**src/hw/erct_defines.vh**
```
// constants for the receive classify and teardown block
//
// ==================================================================
// How it works
// RULE1: a teardown command for any channel is accepted at any time
// RULE2: a frame in progress on the channel finishes before teardown acts
// RULE3: teardown sets the done flag in the next descriptor if one exists
// RULE4: teardown clears the channel head descriptor pointer to zero
// RULE5: teardown raises channel interrupt and loads ack with FFFFFFFC
// RULE6: software clears a teardown interrupt by writing FFFFFFFC to ack
// RULE7: teardown never changes any channel enable bit
// RULE8: teardown on inactive channel raises interrupt but writes no descriptor
// RULE9: proper frame is 64 to max length inclusive with no errors
// RULE10: longer than max length is long; max length resets to 5EE
// RULE11: long without error is oversized, long with error is jabber
// RULE12: under 64 is short; clean matching short is undersized, errored is fragment; code counts any clean short frame as undersized, matching or not
// RULE13: frames of 20 bytes or fewer always keep their crc bytes
// RULE14: with error copy, long frames store exactly max length bytes
// RULE15: frame at max length is not long; stored size follows keep-fcs bit
// RULE16: promiscuous mode routes non-matching frames to promiscuous channel
// RULE17: match only counts if destination channel is enabled
// RULE18: one promiscuous channel selected; mode enabled by any copy bit
// RULE19: short and control copy bits forward undersized and control frames
// RULE20: error copy bit forwards every errored frame to promiscuous channel; code sends oversized ones there only when copy_all is also set
// RULE21: all-frames bit forwards proper frames, others add their classes
// RULE22: all four copy bits forward every non-matching frame
// RULE23: matching frames with other copy bits clear pass only proper frames
// RULE24: each of eight channels has its own enable bit
// RULE25: filtered frames use no descriptor and raise no interrupt
`ifndef ERCT_DEFINES_VH
`define ERCT_DEFINES_VH

// ==================================================================
// register byte offsets
`define ERCT_OFS_TEARDOWN   12'h000
`define ERCT_OFS_FILTER     12'h004
`define ERCT_OFS_MAXLEN     12'h008
`define ERCT_OFS_CHAN_ON    12'h00C
`define ERCT_OFS_IRQ_PEND   12'h010
`define ERCT_OFS_ACK_BASE   12'h040
`define ERCT_OFS_HDP_BASE   12'h080
`define ERCT_OFS_NEXT_BASE  12'h0C0

// ==================================================================
// filter control fields
`define ERCT_F_COPY_ALL     0
`define ERCT_F_COPY_ERR     1
`define ERCT_F_COPY_CTRL    2
`define ERCT_F_COPY_SHORT   3
`define ERCT_F_KEEP_FCS     4
`define ERCT_F_PROM_LO      8
`define ERCT_F_PROM_HI      10

// ==================================================================
// reset values and figures
`define ERCT_MAXLEN_RST     16'h05EE
`define ERCT_MIN_LEN        16'h0040
`define ERCT_TINY_LEN       16'h0014
`define ERCT_FCS_LEN        16'h0004
`define ERCT_TDOWN_ACK      32'hFFFFFFFC
`define ERCT_FILTER_RST     32'h00000000

`endif

```
**src/hw/erct_rx_classify_teardown.v**
```verilog
// receive classification, promiscuous filter and channel teardown
`timescale 1ns/1ps
`include "erct_defines.vh"

module erct_rx_classify_teardown (
  // clock and reset
  input  wire        clk,
  input  wire        reset_n,
  input  wire        clk_en,
  // apb slave
  input  wire        psel,
  input  wire        penable,
  input  wire        pwrite,
  input  wire [11:0] paddr,
  input  wire [31:0] pwdata,
  output reg  [31:0] prdata,
  output reg         pready,
  output reg         pslverr,
  // frame start and end report from phy side
  input  wire        frame_start,
  input  wire [2:0]  frame_chan,
  input  wire        frame_end,
  input  wire [15:0] frame_len,
  input  wire        frame_err,
  input  wire        frame_ctrl,
  input  wire        frame_addr_hit,
  // frame verdict
  output reg         fwd_valid,
  output reg  [2:0]  fwd_chan,
  output reg  [15:0] fwd_store_len,
  output reg         filt_pulse,
  // descriptor side
  output reg         done_flag_wr,
  output reg  [2:0]  done_flag_chan,
  output reg  [31:0] done_flag_addr,
  output reg  [7:0]  rx_irq
);

  // ==================================================================
  // registers
  reg [31:0] filter_reg;
  reg [15:0] maxlen_reg;
  reg [7:0]  chan_on_reg;
  reg [7:0]  pend_reg;
  reg [7:0]  busy_reg;
  reg [7:0]  tdown_req_reg;
  reg [31:0] ack_reg [0:7];
  reg [31:0] hdp_reg [0:7];
  reg [31:0] next_reg [0:7];
  integer    i;

  wire       copy_all   = filter_reg[`ERCT_F_COPY_ALL];
  wire       copy_err   = filter_reg[`ERCT_F_COPY_ERR];
  wire       copy_ctrl  = filter_reg[`ERCT_F_COPY_CTRL];
  wire       copy_short = filter_reg[`ERCT_F_COPY_SHORT];
  wire       keep_fcs   = filter_reg[`ERCT_F_KEEP_FCS];
  wire [2:0] prom_ch    = filter_reg[`ERCT_F_PROM_HI:`ERCT_F_PROM_LO];

  // ==================================================================
  // frame classes
  wire is_long   = frame_len > maxlen_reg;                             // RULE10 RULE15
  wire is_short  = frame_len < `ERCT_MIN_LEN;
  wire match     = frame_addr_hit & chan_on_reg[frame_chan];           // RULE17 RULE24
  wire proper    = ~is_long & ~is_short & ~frame_err & ~frame_ctrl;    // RULE9
  wire oversized = is_long & ~frame_err;                               // RULE11
  wire jabber    = is_long & frame_err;                                // RULE11
  wire undersize = is_short & ~frame_err;                              // RULE12
  wire fragment  = is_short & frame_err;                               // RULE12
  wire ctrl_ok   = frame_ctrl & ~frame_err & ~is_short & ~is_long;
  wire errored   = frame_err | oversized;

  reg  pass;
  always @* begin
    pass = 1'b0;
    if (match) begin
      pass = proper;                                                   // RULE23
      if (copy_err && (errored || jabber || fragment))
        pass = 1'b1;
      if (copy_ctrl && ctrl_ok)
        pass = 1'b1;
      if (copy_short && undersize)
        pass = 1'b1;
    end else begin
      if (copy_all && proper)                                          // RULE21
        pass = 1'b1;
      if (copy_err && (jabber || fragment || frame_err ||
                       (copy_all && oversized)))                       // RULE20
        pass = 1'b1;
      if (copy_ctrl && ctrl_ok)                                        // RULE19
        pass = 1'b1;
      if (copy_short && undersize)                                     // RULE19
        pass = 1'b1;
      if (copy_all && copy_err && copy_ctrl && copy_short)             // RULE22
        pass = 1'b1;
    end
  end

  wire [2:0]  dest_ch = match ? frame_chan : prom_ch;                  // RULE16 RULE18

  reg  [15:0] store_len;
  always @* begin
    if (is_long && copy_err)
      store_len = maxlen_reg;                                          // RULE14
    else if (frame_len <= `ERCT_TINY_LEN || keep_fcs)
      store_len = frame_len;                                           // RULE13 RULE15
    else
      store_len = frame_len - `ERCT_FCS_LEN;                           // RULE15
  end

  // ==================================================================
  // apb decode
  wire        acc     = psel & penable;
  wire        wr      = acc & pwrite;
  wire [2:0]  idx     = paddr[4:2];
  wire [11:0] ack_base  = `ERCT_OFS_ACK_BASE;
  wire [11:0] hdp_base  = `ERCT_OFS_HDP_BASE;
  wire [11:0] next_base = `ERCT_OFS_NEXT_BASE;
  wire        in_ack  = paddr[11:5] == ack_base[11:5];
  wire        in_hdp  = paddr[11:5] == hdp_base[11:5];
  wire        in_next = paddr[11:5] == next_base[11:5];
  wire        w_tdown = wr && paddr == `ERCT_OFS_TEARDOWN;
  wire [7:0]  tdown_hit = w_tdown ? (8'h01 << pwdata[2:0]) : 8'h00;   // RULE1

  reg  [31:0] rd_next;
  reg         map_ok;
  always @* begin
    rd_next = 32'h00000000;
    map_ok  = 1'b1;
    case (paddr)
      `ERCT_OFS_TEARDOWN: rd_next = 32'h00000000;
      `ERCT_OFS_FILTER:   rd_next = filter_reg;
      `ERCT_OFS_MAXLEN:   rd_next = {16'h0000, maxlen_reg};
      `ERCT_OFS_CHAN_ON:  rd_next = {24'h000000, chan_on_reg};
      `ERCT_OFS_IRQ_PEND: rd_next = {24'h000000, pend_reg};
      default: begin
        if (in_ack && paddr[1:0] == 2'b00)
          rd_next = ack_reg[idx];
        else if (in_hdp && paddr[1:0] == 2'b00)
          rd_next = hdp_reg[idx];
        else if (in_next && paddr[1:0] == 2'b00)
          rd_next = next_reg[idx];
        else
          map_ok = 1'b0;
      end
    endcase
  end

  // ==================================================================
  // sequential logic
  always @(posedge clk or negedge reset_n) begin
    if (!reset_n) begin
      filter_reg     <= `ERCT_FILTER_RST;
      maxlen_reg     <= `ERCT_MAXLEN_RST;
      chan_on_reg    <= 8'h00;
      pend_reg       <= 8'h00;
      busy_reg       <= 8'h00;
      tdown_req_reg  <= 8'h00;
      prdata         <= 32'h00000000;
      pready         <= 1'b0;
      pslverr        <= 1'b0;
      fwd_valid      <= 1'b0;
      fwd_chan       <= 3'h0;
      fwd_store_len  <= 16'h0000;
      filt_pulse     <= 1'b0;
      done_flag_wr   <= 1'b0;
      done_flag_chan <= 3'h0;
      done_flag_addr <= 32'h00000000;
      rx_irq         <= 8'h00;
      for (i = 0; i < 8; i = i + 1) begin
        ack_reg[i]  <= 32'h00000000;
        hdp_reg[i]  <= 32'h00000000;
        next_reg[i] <= 32'h00000000;
      end
    end else if (clk_en) begin
      pready       <= psel & ~penable;
      pslverr      <= psel & ~penable & ~map_ok;
      prdata       <= (psel & ~penable & ~pwrite) ? rd_next : 32'h00000000;
      fwd_valid    <= 1'b0;
      filt_pulse   <= 1'b0;
      done_flag_wr <= 1'b0;

      if (wr && pready) begin
        if (paddr == `ERCT_OFS_FILTER)
          filter_reg <= pwdata;
        if (paddr == `ERCT_OFS_MAXLEN)
          maxlen_reg <= pwdata[15:0];
        if (paddr == `ERCT_OFS_CHAN_ON)
          chan_on_reg <= pwdata[7:0];                                  // RULE7
        if (in_hdp)
          hdp_reg[idx] <= pwdata;
        if (in_next)
          next_reg[idx] <= pwdata;
      end

      // track frames in progress per channel
      if (frame_start)
        busy_reg[frame_chan] <= 1'b1;
      if (frame_end) begin
        busy_reg[frame_chan] <= 1'b0;
        if (pass) begin
          fwd_valid     <= 1'b1;
          fwd_chan      <= dest_ch;
          fwd_store_len <= store_len;
        end else begin
          filt_pulse    <= 1'b1;                                       // RULE25
        end
      end

      // teardown: queue, then act once the channel is idle
      for (i = 0; i < 8; i = i + 1) begin
        if (tdown_hit[i] && pready)
          tdown_req_reg[i] <= 1'b1;                                    // RULE1
        if (tdown_req_reg[i] && !busy_reg[i] &&
            !(frame_start && frame_chan == i[2:0])) begin              // RULE2
          tdown_req_reg[i] <= 1'b0;
          pend_reg[i]      <= 1'b1;                                    // RULE5 RULE8
          ack_reg[i]       <= `ERCT_TDOWN_ACK;                         // RULE5
          hdp_reg[i]       <= 32'h00000000;                            // RULE4
          if (chan_on_reg[i] && next_reg[i] != 32'h00000000) begin     // RULE3 RULE8
            done_flag_wr   <= 1'b1;
            done_flag_chan <= i[2:0];
            done_flag_addr <= next_reg[i];
          end
        end else if (wr && pready && in_ack && idx == i[2:0] &&
                     pwdata == ack_reg[i]) begin
          pend_reg[i]      <= 1'b0;                                    // RULE6
        end
      end
      rx_irq <= pend_reg;
    end
  end

endmodule // erct_rx_classify_teardown

```
**config.mk**
```make
export PLATFORM = sky130hd
export DESIGN_NAME = erct_rx_classify_teardown
export DESIGN_NICKNAME = d
export VERILOG_FILES = /design/src/hw/erct_rx_classify_teardown.v
export VERILOG_INCLUDE_DIRS = /design/src /design/src/hw
export SDC_FILE = /design/constraint.sdc
export NUM_CORES = 2
export LEC_CHECK = 0
export BUFFER_PORTS_ARGS = -buffer_cell sky130_fd_sc_hd__buf_2
export CORE_MARGIN = 3
export CORE_UTILIZATION = 35
export DETAILED_ROUTE_END_ITERATION = 10
export GPL_ROUTABILITY_DRIVEN = 0
export PLACE_DENSITY_LB_ADDON = 0.3
export SYNTH_ARGS = -nofsm -noshare
export SYNTH_HDL_FRONTEND = slang
export SYNTH_SLANG_ARGS = --single-unit
```
**constraint.sdc**
```tcl
create_clock -name clk -period 3.9 [get_ports clk]
set_input_delay 0.585 -clock clk [delete_from_list [all_inputs] [get_ports clk]]
set_output_delay 0.585 -clock clk [all_outputs]
set_load 0.01 [all_outputs]
```
**After elaboration in Yosys (flattened, before gate mapping)**

Index checks and enable logic that the tools add are counted.

- Flip-flop bits (word level): 699
- Output and inout bits: 99
- Logic and storage cells: 438

- Add/sub/neg operators: 1
- Magnitude comparators: 7
- Equality and inequality tests: 29
- Shift operators: 1
- Mux-type cells: 139
- Bitwise operators: 28
- Reduce and logical (&&, ||, !) cells: 178

Operator list:

| operator | count |
|---|---|
| two-way mux 32 bit | 36 |
| bitwise mux 256 bit | 2 |
| two-way mux 256 bit | 2 |
| binary-select mux 32 bit (select 3 bit) | 3 |
| equality test 32 bit | 8 |
| nonzero test 32 bit | 8 |
| one-hot mux 32 bit (5 select lines) | 1 |
| demux 32 bit (select 3 bit) | 1 |
| logical AND 1 bit | 74 |
| two-way mux 1 bit | 68 |
| nonzero test 2 bit | 32 |
| two-way mux 3 bit | 18 |
| AND reduction 2 bit | 24 |
| AND reduction 3 bit | 13 |
| two-way mux 16 bit | 2 |
| two-way mux 8 bit | 4 |
| equality test 12 x 4 -> 1 bit (second input constant) | 2 |
| equality test 3 bit (second input constant) | 8 |
| bitwise AND 1 bit | 16 |
| greater-than comparator 16 bit | 1 |
| <= comparator 16 x 5 -> 1 bit (second input constant) | 1 |
| logical NOT 1 bit | 16 |
| < comparator 16 x 7 -> 1 bit (second input constant) | 1 |
| subtractor 16 x 3 -> 16 bit (second input constant) | 1 |
| 24 further kinds | 41 |

**Longest topological paths before layout**

- Depth after elaboration: 20
- Gate-level depth with buffers: 11
- Gate-level depth less buffers: 9

**Worst setup path after synthesis**

Ideal clock, no wire load.

- Kind: input-to-reg
- Start point: input frame_len[14]
- End point: register fwd_chan[2]
- Setup time: 0.125 ns
- Data arrival time: 2.861 ns
- Required time: 3.775 ns
- Path slack: 0.914 ns
- Cell stages on the path: 9
- Path buffers: 1
- Cells stage by stage: ha_1 -> nand4_1 -> or4_1 -> a21o_1 -> a31o_2 -> a221o_1 -> nand3_2 -> buf_12 -> mux2_4

- Longest elaborated chain between the ends: 13
- Elaborated cells between the ends (all ways): 35
- Those cells by class: 2 x order compare; 9 x mux; 12 x bitwise; 12 x reduce/logical

Ends and longest elaborated chain:

| element | RTL line | RTL |
|---|---|---|
| from (decl) | erct_rx_classify_teardown.v:23 | `input wire [15:0] frame_len,` |
| greater-than comparator 16 bit or < comparator 16 x 7 -> 1 bit (tied branches) | n/a |  |
| NOT 1 bit | erct_rx_classify_teardown.v:64, erct_rx_classify_teardown.v:69 |  |
| bitwise AND 1 bit (3 in a row) | erct_rx_classify_teardown.v:64 | `wire proper = ~is_long & ~is_short & ~frame_err & ~frame_ctrl;` |
| logical AND 1 bit | erct_rx_classify_teardown.v:84 | `if (copy_all && proper)` |
| two-way mux 1 bit | erct_rx_classify_teardown.v:84 |  |
| two-way mux 1 bit | erct_rx_classify_teardown.v:86 | `if (copy_err && (jabber \|\| fragment \|\| frame_err \|\|` |
| two-way mux 1 bit | erct_rx_classify_teardown.v:89 | `if (copy_ctrl && ctrl_ok)` |
| two-way mux 1 bit | erct_rx_classify_teardown.v:91 | `if (copy_short && undersize)` |
| two-way mux 1 bit | erct_rx_classify_teardown.v:93 | `if (copy_all && copy_err && copy_ctrl && copy_short)` |
| two-way mux 1 bit (*) | erct_rx_classify_teardown.v:75 | `if (match) begin` |
| AND reduction 3 bit (no source line) (*) | n/a |  |
| to (signal assigned) | erct_rx_classify_teardown.v:202 | `fwd_chan <= dest_ch;` |
| to (decl) | erct_rx_classify_teardown.v:29 | `output reg [2:0] fwd_chan,` |

Mark *: on every way between the ends. The rest lies on a longest branch, timed or not.
A chain may end at the register's enable or synchronous reset.

**Worst setup path after layout**

- Start point: register next_reg[58] in the netlist's numbering
- End point: register done_flag_addr[15]

- Longest elaborated chain between the ends: 6

Ends and longest elaborated chain:

| element | RTL line | RTL |
|---|---|---|
| from (decl) | erct_rx_classify_teardown.v:49 | `reg [31:0] next_reg [0:7];` |
| from (signal, indexed assignment) | erct_rx_classify_teardown.v:192 | `next_reg[idx] <= pwdata;` |
| nonzero test 32 bit (*) | erct_rx_classify_teardown.v:219 | `if (chan_on_reg[i] && next_reg[i] != 32'h00000000) begin` |
| logical AND 1 bit (*) | erct_rx_classify_teardown.v:219 |  |
| two-way mux 32 bit (*) | erct_rx_classify_teardown.v:219 |  |
| two-way mux 32 bit (*) | erct_rx_classify_teardown.v:213 | `if (tdown_req_reg[i] && !busy_reg[i] &&` |
| two-way mux 32 bit | erct_rx_classify_teardown.v:219 |  |
| two-way mux 32 bit (*) | erct_rx_classify_teardown.v:213 |  |
| to (signal assigned) | erct_rx_classify_teardown.v:222 | `done_flag_addr <= next_reg[i];` |
| to (decl) | erct_rx_classify_teardown.v:35 | `output reg [31:0] done_flag_addr,` |

Marked as above.

==> run metrics <==
status finished, final reports clean; first-pass GRT wire length 191 mm; r2r setup slk 0.63 ns; max-slew violations 0; grt total ovfl 0; Most Crowded Layer GR met2; Worst setup SP type flop; P_int 12.0 mW; Top FF cell, synth dfrtp_1; die height 325 um; WL/cell 26.6 um; Data required, critical path 4.45 ns; kind of critical path flop to flop; die area 0.105 mm^2; Syn Area/Cell between 10 and 15 um^2; final hold violations 0; Syn Inst Count 3277; DR vias/cell 5.90; Final nets 3474; Synth area leader dfrtp_1; Max Fclk 306 MHz; Seq/Total Area, Yosys about 50%; sequential share of power 47.1%; Clock Power Share 44.6%; maximum vdd drop 0.298 mV; CTS clk-pin slew, worst paths 0.06 ns; setup ws final around 0.63 ns; Area Overhead vs Synth 15.8%; R2R depth 7; slew of the pin with the lowest slew margin 1.31 ns; post-layout min period 3.27 ns; Ports 173; synth warn 0; routed vias 28.3k; worst r2r src next_reg[58]; Cell variety after synth between 60 and 70; Power Density 389 mW/mm^2; hold crit path type input pin to flop; RSZ-0062 raised after global routing false; Lkg Pwr 18.5 nW; setup TNS 0 ns; die width 325 um; initial DRC count 3435; Clock Tree Root clkbuf_16; Logic pwr share around 8.3%; CTS tree yes; Commonest cells post-synth 691 x dfrtp_1, 631 x nand2_1, 339 x mux2_2; IO buf count 172; critical path arrival 3.82 ns; max_cap viols 0; Mapped Nets 3369; row count about 120; clk buf depth 3; Post-synth EDFFs 0; total CTS buffers 73; Net Sw Frac around a quarter; initial antenna violation count 3; DRT Pass-1 Iters 9; end of the worst hold path pready; vias in the first global route about 28k; crit end category flop; core area about 0.1 mm^2; most common cell in the netlist dfrtp_1; share of cells above drive strength 1 29.0%; GR Util met1 33.0%; share of the synthesized area in the top cell type 48.6%; clock skew 0.0235 ns; ant diodes 0; DP HPWL 84.4 mm; clock latency on the worst-skew pair approximately 0.65 ns; Initial Util between 30% and 40%; GRT met3 Usage approximately 4.2%; fin crit share 83.9%; CTS sink cnt 699; mapped cell area 0.0356 mm^2; post-CTS setup buffers 0; Hold Startpoint penable; switching power around 4 mW; Fin Hold WS between 0.2 and 0.3 ns; Final ANT Viol Nets 0; largest net degree at the start of global routing around 150; Slew HR 12.5%; synthesis-stage register bit count 699; GR Util met2 37.1%; worst r2r dst done_flag_addr[15]; drc violations 0; crit-path max FO 15; Hold Path Depth 4; GRT Util Overall 23.7%; H-tree lvl count 3; Synth area leaders dfrtp_1 49%, mux2_2 11%, mux4_2 9.6%; final setup fails 0; asr flop ratio synth between 90% and 100%; dpl ws 0.526 ns; Routed WL 127 mm
how the worst max path moves through the flow:
stage                   start            endpoint  slack [ns]
2_1_floorplan   frame_len[14]         fwd_chan[2]        0.91
3_3_place_gp    frame_len[14]   fwd_store_len[13]        0.54
3_5_place_dp    frame_len[14]   fwd_store_len[12]        0.53
4_1_cts        maxlen_reg[10]    fwd_store_len[8]        0.75
5_1_grt          next_reg[24]  done_flag_addr[26]        0.61
6_report         next_reg[58]  done_flag_addr[15]        0.63
cells by family after synthesis:
group / count (synthesis) / share of synthesized area [%]
adders and majority gates: 18 / 0.633
DFF: 699 / 49.2
AOI/OAI and AO/OA: 616 / 10.6
and+or+nand+nor: 1047 / 13.3
muxes: 542 / 22.0
xor gates and xnor gates: 11 / 0.271
buffers and inverters: 344 / 3.93
stage by stage:
stage / cell area (um^2) / power, mW / utilization, % / instances
after global placement: 38700 / 9.00 / 38.6 / 4663
after CTS: 41200 / 16.1 / 41.0 / 4793
after global routing: 41200 / 16.5 / 41.0 / 4793
after floorplan: 35600 / 8.30 / - / 3277
final: 41200 / 16.0 / 41.0 / 4793
after detailed placement: 38700 / 9.01 / 38.6 / 4663
power groups by stage:
stage                     combinational [mW]  clock (mW)  sequential (mW)
after floorplan                        0.637           0             7.66
after global placement                  1.33           0             7.67
after detailed placement                1.34           0             7.67
after CTS                               1.34        7.24             7.54
after global routing                    1.44        7.52             7.55
final                                   1.33        7.15             7.55
layout by cell type (no fill, tap or decap), types with 6 or more instances in the layout:
master,n
xor2_1,6
clkbuf_1,14
o21ai_0,295
mux2_2,339
nor3_1,45
nand3_1,74
o21ai_4,8
a22oi_1,7
o31ai_1,8
nand4_1,28
mux4_2,151
a222oi_1,40
nor2b_1,25
a21o_1,11
clkbuf_8,23
clkinv_2,7
o22ai_1,24
nand2b_1,18
o221ai_1,32
nand3b_1,35
nor4_1,80
nor2_4,14
buf_2,168
buf_12,35
clkbuf_16,74
dfstp_2,8
or3_1,6
dfrtp_1,691
mux2_4,19
buf_4,116
mux2i_1,33
inv_1,49
ha_1,18
nand2_1,631
a211o_1,32
nor2_1,58
a21oi_1,95
a31oi_1,36
layout make-up:
| class | count | area (um^2) |
|---|---|---|
| fillers | 9561 | 59300 |
| flip-flops and latches | 699 | 17500 |
| multi-input cells | 2234 | 16900 |
| repair buffers | 324 | 2470 |
| clock buffers | 111 | 2220 |
| well taps | 1357 | 1700 |
| clock inverters | 18 | 193 |
| inverters | 50 | 188 |
critical path, cell delays in order, from the launching register on:
cell and delay (ns):
dfrtp_1 0.42, nor4_1 0.53, nand4_1 0.36, o211a_1 0.34, nor2_2 0.76, buf_4 0.41, a222oi_1 0.14, a31oi_1 0.20
routing by layer:
metal | share of wire, % | vias up
met1 | 42 | 14396
met3 | 8.7 | 270
met2 | 46 | 1534
met4 | 4.0 | 0
met5 | 0 | -
li1 | - | 12088
timing repair:
action | in CTS | in global routing
endpoints found under the hold margin | 62 | 0
hold buffers | 1 | 0
resized for setup | 0 | 0
No activity file was read; power rests on OpenSTA's default activity.
